## config.mk

```make
export PLATFORM = sky130hd
export DESIGN_NAME = srf_unit
export DESIGN_NICKNAME = d
export VERILOG_FILES = /design/src/rtl/srf_pkg.sv /design/src/rtl/srf_flag_calc.sv /design/src/rtl/srf_unit.sv
export SDC_FILE = /design/constraint.sdc
export NUM_CORES = 1
export LEC_CHECK = 0
export ABC_AREA = 1
export BUFFER_PORTS_ARGS = -buffer_cell sky130_fd_sc_hd__buf_2
export CAP_MARGIN = 20
export CORE_MARGIN = 2
export CORE_UTILIZATION = 37
export DETAILED_ROUTE_END_ITERATION = 7
export SYNTH_ARGS = -nofsm -noshare
export SYNTH_HDL_FRONTEND = slang
export SYNTH_HIERARCHICAL = 1
export SYNTH_SLANG_ARGS = --single-unit
```

## constraint.sdc

```tcl
create_clock -name core_clk -period 0.88 [get_ports core_clk]
set_clock_uncertainty 0.05 [all_clocks]
set_input_delay 0.132 -clock core_clk [delete_from_list [all_inputs] [get_ports core_clk]]
set_output_delay 0.132 -clock core_clk [all_outputs]
set_load 0.03 [all_outputs]
```

## src/rtl/srf_pkg.sv

```systemverilog
// Purpose: Constants and types for the shift, rotate and flag unit
// Assumes: 8-bit working register, 8-bit status flag register
// Notes:   Flag bit positions follow the usual I T H S V N Z C order
package srf_pkg;

   localparam int unsigned DATA_W = 8;
   localparam int unsigned FLAG_W = 8;
   localparam int unsigned SEL_W  = 3;

   // ---------------------------------------------------------------
   // Status flag bit positions
   // ---------------------------------------------------------------
   localparam logic [2:0] FLAG_C = 3'h0;
   localparam logic [2:0] FLAG_Z = 3'h1;
   localparam logic [2:0] FLAG_N = 3'h2;
   localparam logic [2:0] FLAG_V = 3'h3;
   localparam logic [2:0] FLAG_S = 3'h4;

   localparam logic [7:0] FLAGS_RESET = 8'h00;
   localparam logic [7:0] DATA_RESET  = 8'h00;
   localparam int unsigned MSB        = 7;
   localparam int unsigned NIB        = 4;

   // ---------------------------------------------------------------
   // Operation codes, one-hot
   // ---------------------------------------------------------------
   typedef enum logic [6:0] {
      SRF_OP_NONE  = 7'h01,
      SRF_OP_ROL   = 7'h02,
      SRF_OP_ROR   = 7'h04,
      SRF_OP_ASR   = 7'h08,
      SRF_OP_SWAP  = 7'h10,
      SRF_OP_FSET  = 7'h20,
      SRF_OP_FCLR  = 7'h40
   } srf_op_t;

endpackage

```

## src/rtl/srf_flag_calc.sv

```systemverilog
// Purpose: Z N V S flag values for a shift result
// Assumes: Carry out is already known
// Notes:   V is N xor C after any shift or rotate, S is N xor V
module srf_flag_calc (
   // Operand
   input  wire logic [7:0] result,
   input  wire logic       carry_out,
   // Flags
   output logic            zero,
   output logic            neg,
   output logic            ovf,
   output logic            sign
);
   always_comb begin
      zero = (result == srf_pkg::DATA_RESET);
      neg  = result[srf_pkg::MSB];
      ovf  = result[srf_pkg::MSB] ^ carry_out;
      sign = neg ^ ovf;
   end
endmodule

```

## src/rtl/srf_unit.sv

```systemverilog
// Purpose: Single-cycle rotate, shift, swap and flag set/clear datapath
// Assumes: Decoder presents one op per cycle with a valid strobe
// Notes:   Holds working register and status flags; results in one cycle
module srf_unit (
   // Clock and reset
   input  wire logic             core_clk,
   input  wire logic             arst_n,
   // Decoder request
   input  wire logic             op_valid,
   input  wire srf_pkg::srf_op_t op_code,
   input  wire logic [2:0]       flag_sel,
   // Working register load from register file
   input  wire logic             load_valid,
   input  wire logic [7:0]       load_data,
   // Results
   output logic [7:0]            work_reg,
   output logic [7:0]            status_flags_reg,
   output logic                  done
);

   // ---------------------------------------------------------------
   // Reset synchroniser
   // ---------------------------------------------------------------
   logic [1:0] rst_sync;
   logic       rst_n;

   always_ff @(posedge core_clk or negedge arst_n) begin
      if (!arst_n) begin
         rst_sync <= 2'h0;
      end else begin
         rst_sync <= {rst_sync[0], 1'b1};
      end
   end
   assign rst_n = rst_sync[1];

   // ---------------------------------------------------------------
   // State
   // ---------------------------------------------------------------
   typedef struct packed {
      logic [7:0] data;
      logic [7:0] flags;
      logic       done;
   } srf_state_t;

   srf_state_t st;
   srf_state_t next_st;

   logic [7:0] shift_res;
   logic       shift_c;
   logic       f_z;
   logic       f_n;
   logic       f_v;
   logic       f_s;

   // Shift result and carry out, shared by the three shift kinds
   always_comb begin
      shift_res = st.data;
      shift_c   = st.flags[srf_pkg::FLAG_C];
      case (op_code)
         srf_pkg::SRF_OP_ROL: begin
            shift_res = {st.data[6:0], st.flags[srf_pkg::FLAG_C]};
            shift_c   = st.data[srf_pkg::MSB];
         end
         srf_pkg::SRF_OP_ROR: begin
            shift_res = {st.flags[srf_pkg::FLAG_C], st.data[7:1]};
            shift_c   = st.data[0];
         end
         srf_pkg::SRF_OP_ASR: begin
            shift_res = {st.data[srf_pkg::MSB], st.data[7:1]};
            shift_c   = st.data[0];
         end
         default: begin
            shift_res = st.data;
            shift_c   = st.flags[srf_pkg::FLAG_C];
         end
      endcase
   end

   srf_flag_calc u_flags (
      .result    (shift_res),
      .carry_out (shift_c),
      .zero      (f_z),
      .neg       (f_n),
      .ovf       (f_v),
      .sign      (f_s)
   );

   // ---------------------------------------------------------------
   // Next state
   // ---------------------------------------------------------------
   always_comb begin
      next_st      = st;
      next_st.done = 1'b0;
      // A valid op wins over a register file load; the load applies only when no op is valid
      if (load_valid && !op_valid) begin
         next_st.data = load_data;
      end
      if (op_valid) begin
         next_st.done = 1'b1;
         case (op_code)
            srf_pkg::SRF_OP_ROL,
            srf_pkg::SRF_OP_ROR,
            srf_pkg::SRF_OP_ASR: begin
               next_st.data                     = shift_res;
               next_st.flags[srf_pkg::FLAG_C]   = shift_c;
               next_st.flags[srf_pkg::FLAG_Z]   = f_z;
               next_st.flags[srf_pkg::FLAG_N]   = f_n;
               next_st.flags[srf_pkg::FLAG_V]   = f_v;
               next_st.flags[srf_pkg::FLAG_S]   = f_s;
            end
            srf_pkg::SRF_OP_SWAP: begin
               // Flags deliberately left alone
               next_st.data = {st.data[srf_pkg::NIB-1:0],
                               st.data[srf_pkg::MSB:srf_pkg::NIB]};
            end
            srf_pkg::SRF_OP_FSET: begin
               next_st.flags[flag_sel] = 1'b1;
            end
            srf_pkg::SRF_OP_FCLR: begin
               next_st.flags[flag_sel] = 1'b0;
            end
            default: begin
               next_st.done = 1'b0;
            end
         endcase
      end
   end

   always_ff @(posedge core_clk or negedge rst_n) begin
      if (!rst_n) begin
         st <= '{data: srf_pkg::DATA_RESET, flags: srf_pkg::FLAGS_RESET, done: 1'b0};
      end else begin
         st <= next_st;
      end
   end

   assign work_reg         = st.data;
   assign status_flags_reg = st.flags;
   assign done             = st.done;

endmodule

```

==> flow_summary.yaml, run 1 <==
status:
  status: "finished, violations left"
  violations: "setup timing"
die:
  dieArea_um2: 4470
  core.rowCount: 22
  die_w_um: 66.8
  core_um2: 3720
  dieHeight_um: 66.8
  io_pins: 39
  start_util_pct: 39.3
synthesis:
  ys_ff_latch: 19
  synth-edff-count: 0
  synth-async-reset-ratio_pct: 100
  syn_inst: 211
  synth_area_leaders: "dfrtp_1 (33%), nor2_1 (11%), nand2_1 (9.0%)"
  synth_top_area_cell: "dfrtp_1"
  syn_avg_cell_area_um2: 6.93
  syn_area_um2: 1460
  synth_most_common_cell: "nor2_1"
  synth_common_cells: "nor2_1 (42), nand2_1 (35), inv_1 (20), o21ai_0 (20), dfrtp_1 (19)"
  synth_nets: 233
  synth_flop_cell: "dfrtp_1"
  yosysWarnings: 6
  seq_area_frac_synth_pct: 32.5
  ys_types: 29
  synth_top_area_share_pct: 32.5
worst_setup_path:
  cp-start-kind: "flop"
  critPathBufInv: 2
  cp_slowest_stage_delay_ps: 430
  crit_start: "status_flags_reg[0]"
  worstPathMaxFanout: 3
  worstPathCellList: "inv_4, nor2_2, nor3_2, o21ai_2, buf_4, xor2_1, nand2_1, nand3_1, nand2_1, o21ai_1"
  cpLargestDelayFamily: "simple AND/OR/NAND/NOR gates"
  cp.arrival_ps: 1670
  crit_type: "flop to flop"
  r2r_slack_ps: -680
  r2r-start: "status_flags_reg[0]"
  reg2reg_to: "status_flags_reg[3]"
  cp-end-kind: "flop"
  reg2reg_depth: 10
  critPathMostFrequentCell: "nand2_1"
  crit_required_ps: 990
  critPathSlowestCell: "dfrtp_2"
run:
  drv_cap: 0
clock_network:
  cts.sinks: 19
  cts.clk_slew.worst_paths_ps: 80
  cts_buffers: 3
  cts_max_level: 1
  cts_tree: "built"
  clk_latency_ps: 270
  cts_max_path_buffers: 2
  cts-root-buf: "clkbuf_8"
drt:
  drt_iter0_markers: 86
  postRouteAntennaNets: 0
  remaining_drc_errors: 0
  routed_wl_um: 4560
  vias_per_cell: 4.91
  wl_per_cell_um: 12.9
  drtPass1Iterations: 4
  vias: 1733
placement:
  dpl_cell_area_um2: 2080
  portBuffers: 38
  dp_hpwl_um: 3180
  dp_cells: 335
  place_congestion: 0.894
layout:
  final_layout_size_suffix_gt1_share_pct: 55.7
  design_area_um2: 2580
  final_cells: 353
  area_growth_pct: 76.3
  nNetsFinal: 328
  antenna_cells: 0
sta:
  holdWs_ps: 29.6
  setup_slack_ps: -680
  min_period_over_period_pct: 177
  min_period_ps: 1560
  setup_viol: 34
  fmax_mhz: 641
  finalMaxSlewViolations: 0
  hold_viol: 0
  rsz0062_at_grt: "yes"
grt:
  gr-total-overflow: 0
  antenna_found_initial: 0
  grt_max_degree: 12
  gr-usage-all-layers_pct: 22.4
  grt_pass1_vias: 1670
  grt_pass1_wl_um: 7520
pwr:
  power_density_nw_per_um2: 1510
  p_leak_uw: 0.00129
  peakVddDrop_v: 0.00111
min_path:
  hp-class: "flop to async pin"
## metrics by stage
step | setup WS (ps) | total power, uW | TNS [ps] | utilization, %
2_1_floorplan | -550 | 2060 | -4610 | -
3_3_place_gp | -784 | 2740 | -9930 | 55.9
3_5_place_dp | -796 | 2750 | -10270 | 55.9
4_1_cts | -593 | 3810 | -8950 | 67.8
5_1_grt | -784 | 4110 | -11180 | 69.3
6_report | -680 | 3880 | -9650 | 69.3
## timing repair
action,in CTS,in global routing
setup buffers,9,3
gates cloned,3,0
resized for setup,79,10
endpoints found under the setup margin,34,34
hold endpoints to repair,2,0
hold buffers,1,0
pin swaps,13,10
## kinds of logic (layout without fill, tap and decap cells)
| group | count (synthesis) | in the layout | share of synthesized area, % |
|---|---|---|---|
| buf+inv | 31 | 123 | 8.90 |
| compound gates | 37 | 37 | 14.0 |
| simple gates | 114 | 116 | 37.5 |
| xor+xnor | 1 | 1 | 0.599 |
| other cells | 1 | 1 | 0.257 |
| flops | 19 | 19 | 32.5 |
| mux | 8 | 8 | 6.16 |
## layout make-up
type | count | area (um2)
clock buffer | 3 | 41.3
tap | 48 | 60.1
timing repair inverter | 1 | 7.51
clock inverter | 1 | 5.00
inverter | 28 | 145
sequential | 19 | 487
timing repair buffer | 90 | 791
fill | 307 | 1140
multi-input combinational | 163 | 1040
## report_power, final
| part | internal, uW | switching (uW) | total, uW |
|---|---|---|---|
| Combinational | 1040 | 1010 | 2050 |
| Clock | 316 | 324 | 640 |
| Sequential | 1040 | 155 | 1190 |
| Total | 2390 | 1490 | 3880 |
## worst max-delay path by stage
stage	to	depth (start not counted)	slack [ps]
2_1_floorplan	status_flags_reg[1]	11	-550
3_3_place_gp	status_flags_reg[1]	15	-780
3_5_place_dp	status_flags_reg[1]	15	-800
4_1_cts	status_flags_reg[1]	11	-590
5_1_grt	status_flags_reg[1]	11	-780
6_report	status_flags_reg[3]	10	-680
## cells in the final DEF, fill, tap and decap left out, types with 4 or more instances in the layout
cell type	n
nor2_1	31
nand2_2	5
nor2_2	11
nor2_4	5
a21oi_1	9
dfrtp_2	9
nand2_1	33
nand3_4	6
inv_1	12
inv_4	4
buf_6	32
buf_4	36
inv_2	8
mux2_2	7
o21ai_1	8
nand2_4	7
o21ai_0	14
nand3_1	13
dfrtp_1	10
buf_2	18
## metal layers
metal	wire, um	track usage (%)
met1	2050	30.4
met2	2230	37.1
met3	212	2.36
met4	75	7.40
met5	0	0
Power figures use the tool's default switching activity.
==> run 2: changes to the inputs <==
Settings changed: ABC_AREA 1 to unset.
==> flow_summary.yaml, run 2 <==
layout:
  antenna_cells: 0
  layout_commonest_cell: "buf_4"
  final_cells: 331
  area_growth_pct: 90.1
  num-fill-cells: 267
  final_layout_size_suffix_gt1_share_pct: 56.9
  nNetsFinal: 306
  post-route-util_pct: 73.4
  layout_common_cells: "buf_4 (62), buf_6 (36), nand2_1 (28)"
worst_setup_path:
  r2r-start: "work_reg[6]"
  crit_required_ps: 1030
  cp-start-kind: "flop"
  cp-end-kind: "flop"
  worstPathMaxFanout: 5
  cp_slowest_stage_delay_ps: 510
  crit_start: "work_reg[6]"
  cp.arrival_ps: 2160
  crit_type: "flop to flop"
  worstPathCellList: "nand3b_1, a21oi_2, o21ai_2, nand2_2, or4_4, nor2_2, inv_1, o21bai_1, a21oi_1, nor2_1"
  critPathSlowestCell: "or4_4"
synthesis:
  synth_most_common_cell: "nand2_1"
  ys_ff_latch: 19
  synth_simple_gate_area_share_pct: 24.1
  synth_top_area_cell: "dfrtp_1"
  synth_flop_cell: "dfrtp_1"
  synth-async-reset-ratio_pct: 100
  syn_avg_cell_area_um2: 8.24
  synth_top_area_share_pct: 33.4
  synth_top_family_by_area: "compound AO/OA/AOI/OAI gates"
  ys_types: 45
  synth_area_leaders: "dfrtp_1 (33%), nand2_1 (8.4%), o21ai_0 (7.4%)"
  synth_nets: 195
  muxShareOfSynthArea_pct: 7.37
  synth_common_cells: "nand2_1 (32), o21ai_0 (21), dfrtp_1 (19)"
  synth_xor_xnor_area_share_pct: 1.23
  synth_compound_area_share_pct: 28.9
  syn_area_um2: 1430
  syn_inst: 173
  seq_area_frac_synth_pct: 33.4
  yosysWarnings: 6
  yosys.area_share.adder_pct: 0
  synth-edff-count: 0
clock_network:
  cts_buffers: 3
  clk_latency_ps: 260
  cts.clk_slew.worst_paths_ps: 70
  cts_tree: "built"
  cts-root-buf: "clkbuf_8"
  cts_max_level: 1
  cts.sinks: 19
  cts_max_path_buffers: 2
run:
  drv_cap: 0
drt:
  vias_per_cell: 5.51
  postRouteAntennaNets: 0
  drtPass1Iterations: 4
  drt_iter0_markers: 153
  remaining_drc_errors: 0
  routed_wl_um: 5430
  vias: 1824
  wl_per_cell_um: 16.4
placement:
  portBuffers: 38
  place_congestion: 0.849
  dp_cells: 299
  dp_hpwl_um: 3460
die:
  dieHeight_um: 66.1
  core_um2: 3690
  start_util_pct: 38.6
  die_w_um: 66.1
  io_pins: 39
  dieArea_um2: 4360
  core.rowCount: 22
grt:
  grt_max_degree: 14
  antenna_found_initial: 0
  grt_pass1_wl_um: 8320
  gr-usage-all-layers_pct: 24.9
  grt_pass1_vias: 1775
  gr-total-overflow: 0
sta:
  rsz0062_at_grt: "yes"
  min_period_ps: 2010
  setup_viol: 34
  setup_slack_ps: -1130
  fmax_mhz: 498
  finalMaxSlewViolations: 0
  hold_viol: 0
  min_period_over_period_pct: 228
  holdWs_ps: 76.3
pwr:
  combPwrFrac_pct: 51.1
  peakVddDrop_v: 0.00111
  clock_power_share_pct: 17.2
  seq_power_share_pct: 31.8
  p_switching_uw: 1400
  switching_share_pct: 37.6
  power_density_nw_per_um2: 1380
  p_leak_uw: 0.00121
  p_int_uw: 2330
status:
  violations: "setup timing"
  status: "finished, violations left"
min_path:
  hp-class: "flop to async pin"
[run 2: path summary, 6_finish.rpt]
kind / end / depth (start not counted) / slack (ps)
max: status_flags_reg[1] / 10 / -1130
min: work_reg[0] / 0 / 80
max reg2reg: status_flags_reg[1] / 10 / -1130
min reg2reg: work_reg[0] / 0 / 80
max in group asynchronous: work_reg[6] / 1 / 320
min in group core_clk: work_reg[3] / 3 / 150
[run 2: cell type report]
cell class / count / area [um2] / share of cell area (%)
Inverter: 3 / 11.3 / 0.416
Timing Repair Buffer: 117 / 1010 / 37.1
Clock buffer: 4 / 45.0 / 1.66
Tap cell: 48 / 60.1 / 2.22
Sequential cell: 19 / 479 / 17.7
Multi-Input combinational cell: 140 / 1110 / 40.9
[run 2: logic make-up after synthesis]
logic type / count (synthesis)
and+or+nand+nor: 65
AOI/OAI and AO/OA: 61
DFF: 19
buffers and inverters: 15
muxes: 10
xor gates and xnor gates: 2
other: 1
[run 2: power groups by stage]
| stage | clock network (uW) | registers [uW] | logic, uW |
|---|---|---|---|
| finish | 641 | 1190 | 1910 |
| global route | 680 | 1200 | 2030 |
| CTS | 652 | 1160 | 1650 |
| detailed placement | 0 | 1160 | 1330 |
| global placement | 0 | 1150 | 1310 |
| floorplan | 0 | 1440 | 471 |
[run 2: per-stage QoR]
step	total power [uW]	setup TNS (ps)	instance area [um2]	setup slack [ps]
floorplan	1910	-11550	1500	-1240
global placement	2470	-16750	2060	-1330
detailed placement	2500	-17130	2060	-1380
CTS	3460	-13780	2410	-1090
global route	3910	-15930	2710	-1260
finish	3730	-14340	2710	-1130
[run 2: timing repair]
action	4_1_cts	5_1_grt
pin swaps	11	25
setup buffers	15	18
gates cloned	1	0
resized for setup	58	54
hold buffers	1	0
hold endpoints to repair	2	0
endpoints found under the setup margin	34	34
[run 2: routing by layer]
| metal | part of all wire (%) | vias to the layer above | GRT usage (%) |
|---|---|---|---|
| met4 | 1.7 | 0 | 8.42 |
| met5 | 0 | - | 0 |
| met2 | 49 | 55 | 40.7 |
| li1 | - | 872 | - |
| met1 | 45 | 885 | 33.8 |
| met3 | 4.4 | 12 | 3.41 |
[run 2: worst max-delay path: cells and delay by family (launching register included)]
family                 cells  cell delay (ps)
AND/OR/NAND/NOR            5              920
AO/OA/AOI/OAI              4              470
flip-flops                 1              460
buffers and inverters      1               60
==> run 3: changes to the inputs <==
Settings changed: PLACE_DENSITY set to 0.61.
==> flow_summary.yaml, run 3 (same netlist as run 2, synthesis figures left out) <==
layout:
  area_growth_pct: 95.3
  final_layout_size_suffix_gt1_share_pct: 61.5
  layout_common_cells: "buf_4 (56), buf_6 (41), nand2_1 (29)"
  layout_commonest_cell: "buf_4"
  nNetsFinal: 306
  num-fill-cells: 261
  design_area_um2: 2780
  antenna_cells: 0
  final_cells: 331
  post-route-util_pct: 75.5
sta:
  finalMaxSlewViolations: 0
  setup_viol: 34
  fmax_mhz: 498
  setup_slack_ps: -1130
  min_period_ps: 2010
  min_period_over_period_pct: 228
  hold_viol: 0
  rsz0062_at_grt: "yes"
die:
  die_w_um: 66.1
  core_um2: 3690
  dieHeight_um: 66.1
  start_util_pct: 38.6
  io_pins: 39
  dieArea_um2: 4360
  core.rowCount: 22
pwr:
  peakVddDrop_v: 0.00103
  p_int_uw: 2380
  p_switching_uw: 1470
  switching_share_pct: 38.1
  combPwrFrac_pct: 53.0
  clock_power_share_pct: 15.9
  power_density_nw_per_um2: 1380
  p_leak_uw: 0.00124
  seq_power_share_pct: 31.1
worst_setup_path:
  critPathMostFrequentCell: "nor2_1"
  cpLargestDelayFamily: "simple AND/OR/NAND/NOR gates"
  worstPathMaxFanout: 3
  cp-end-kind: "flop"
  cp.arrival_ps: 2150
  critPathSlowestCell: "or4_1"
  worstPathCellList: "a22oi_2, o21ai_1, nand2_1, nand2_1, or4_1, nor2_1, inv_1, o22ai_1, nor2_1, nor2_1"
  crit_required_ps: 1020
  cp_slowest_stage_delay_ps: 500
  critPathBufInv: 1
  cp-start-kind: "flop"
  crit_type: "flop to flop"
drt:
  remaining_drc_errors: 0
  drt_iter0_markers: 266
  vias_per_cell: 5.74
  drtPass1Iterations: 4
  wl_per_cell_um: 17.7
  postRouteAntennaNets: 0
  routed_wl_um: 5870
  vias: 1899
clock_network:
  cts_max_path_buffers: 2
  cts_max_level: 1
  cts_tree: "built"
  clk_latency_ps: 260
  cts.clk_slew.worst_paths_ps: 80
  cts-root-buf: "clkbuf_8"
  cts.sinks: 19
  cts_buffers: 3
placement:
  dpl_cell_area_um2: 2070
  pre_cts_ws_ps: -1310
  portBuffers: 38
  place_congestion: 0.906
  dp_cells: 302
  dp_hpwl_um: 3590
grt:
  grt_max_degree: 12
  grt_pass1_wl_um: 8530
  gr-usage-all-layers_pct: 25.3
  antenna_found_initial: 0
  gr-total-overflow: 0
  grt_pass1_vias: 1843
status:
  violations: "setup timing"
  status: "finished, violations left"
min_path:
  hp-class: "flop to async pin"
run:
  drv_cap: 0
-- run 3: path summary, 6_finish.rpt --
kind / slack [ps] / startpoint / endpoint / depth (start not counted)
min: 120 / rst_sync[1] / done / 1
min in group core_clk: 160 / load_data[2] / work_reg[2] / 3
min reg2reg: 120 / rst_sync[1] / done / 1
max in group asynchronous: 480 / rst_sync[1] / work_reg[1] / 1
max: -1130 / status_flags_reg[0] / status_flags_reg[1] / 10
max reg2reg: -1130 / status_flags_reg[0] / status_flags_reg[1] / 10
-- run 3: power groups by stage --
stage | sequential, uW | combinational, uW | clock [uW]
global placement | 1150 | 1340 | 0
global route | 1210 | 2150 | 673
finish | 1200 | 2040 | 610
floorplan | 1440 | 471 | 0
CTS | 1170 | 1850 | 632
detailed placement | 1160 | 1370 | 0
-- run 3: through the flow --
stage                     power (uW)  setup TNS (ps)  hold WS (ps)
after floorplan                 1910          -11550          -214
after global placement          2490          -16330          -134
after detailed placement        2530          -16510          -132
after CTS                       3650          -14340           118
after global routing            4030          -16670           135
final                           3840          -15510           116
-- run 3: area by class of cell --
class / instances / area [um2] / area share, %
clock inverter: 1 / 5.00 / 0.180
timing repair buffer: 117 / 1020 / 36.7
inverter: 3 / 11.3 / 0.404
tap: 48 / 60.1 / 2.16
clock buffer: 3 / 41.3 / 1.48
sequential: 19 / 482 / 17.3
multi-input combinational: 140 / 1160 / 41.8
-- run 3: worst register-to-register path: stages, from the launching register on --
cell and delay, ps:
dfrtp_1 450, a22oi_2 210, o21ai_1 90, nand2_1 90, nand2_1 60, or4_1 500, nor2_1 110, inv_1 60
o22ai_1 140, nor2_1 70, nor2_1 100
-- run 3: repair_timing --
action,4_1_cts,5_1_grt
gates resized for setup,91,61
cloned,0,1
setup endpoints to repair,34,34
pin swaps,13,22
hold buffers,1,0
endpoints found under the hold margin,2,0
setup buffers,14,22
-- run 3: per-layer routing --
| layer | vias up | GRT usage, % | share of wire, % |
|---|---|---|---|
| met5 | - | 0 | 0 |
| met4 | 0 | 6.89 | 1.6 |
| met3 | 14 | 2.56 | 5.7 |
| met2 | 75 | 42.8 | 49 |
| met1 | 940 | 34.3 | 44 |
| li1 | 870 | - | - |
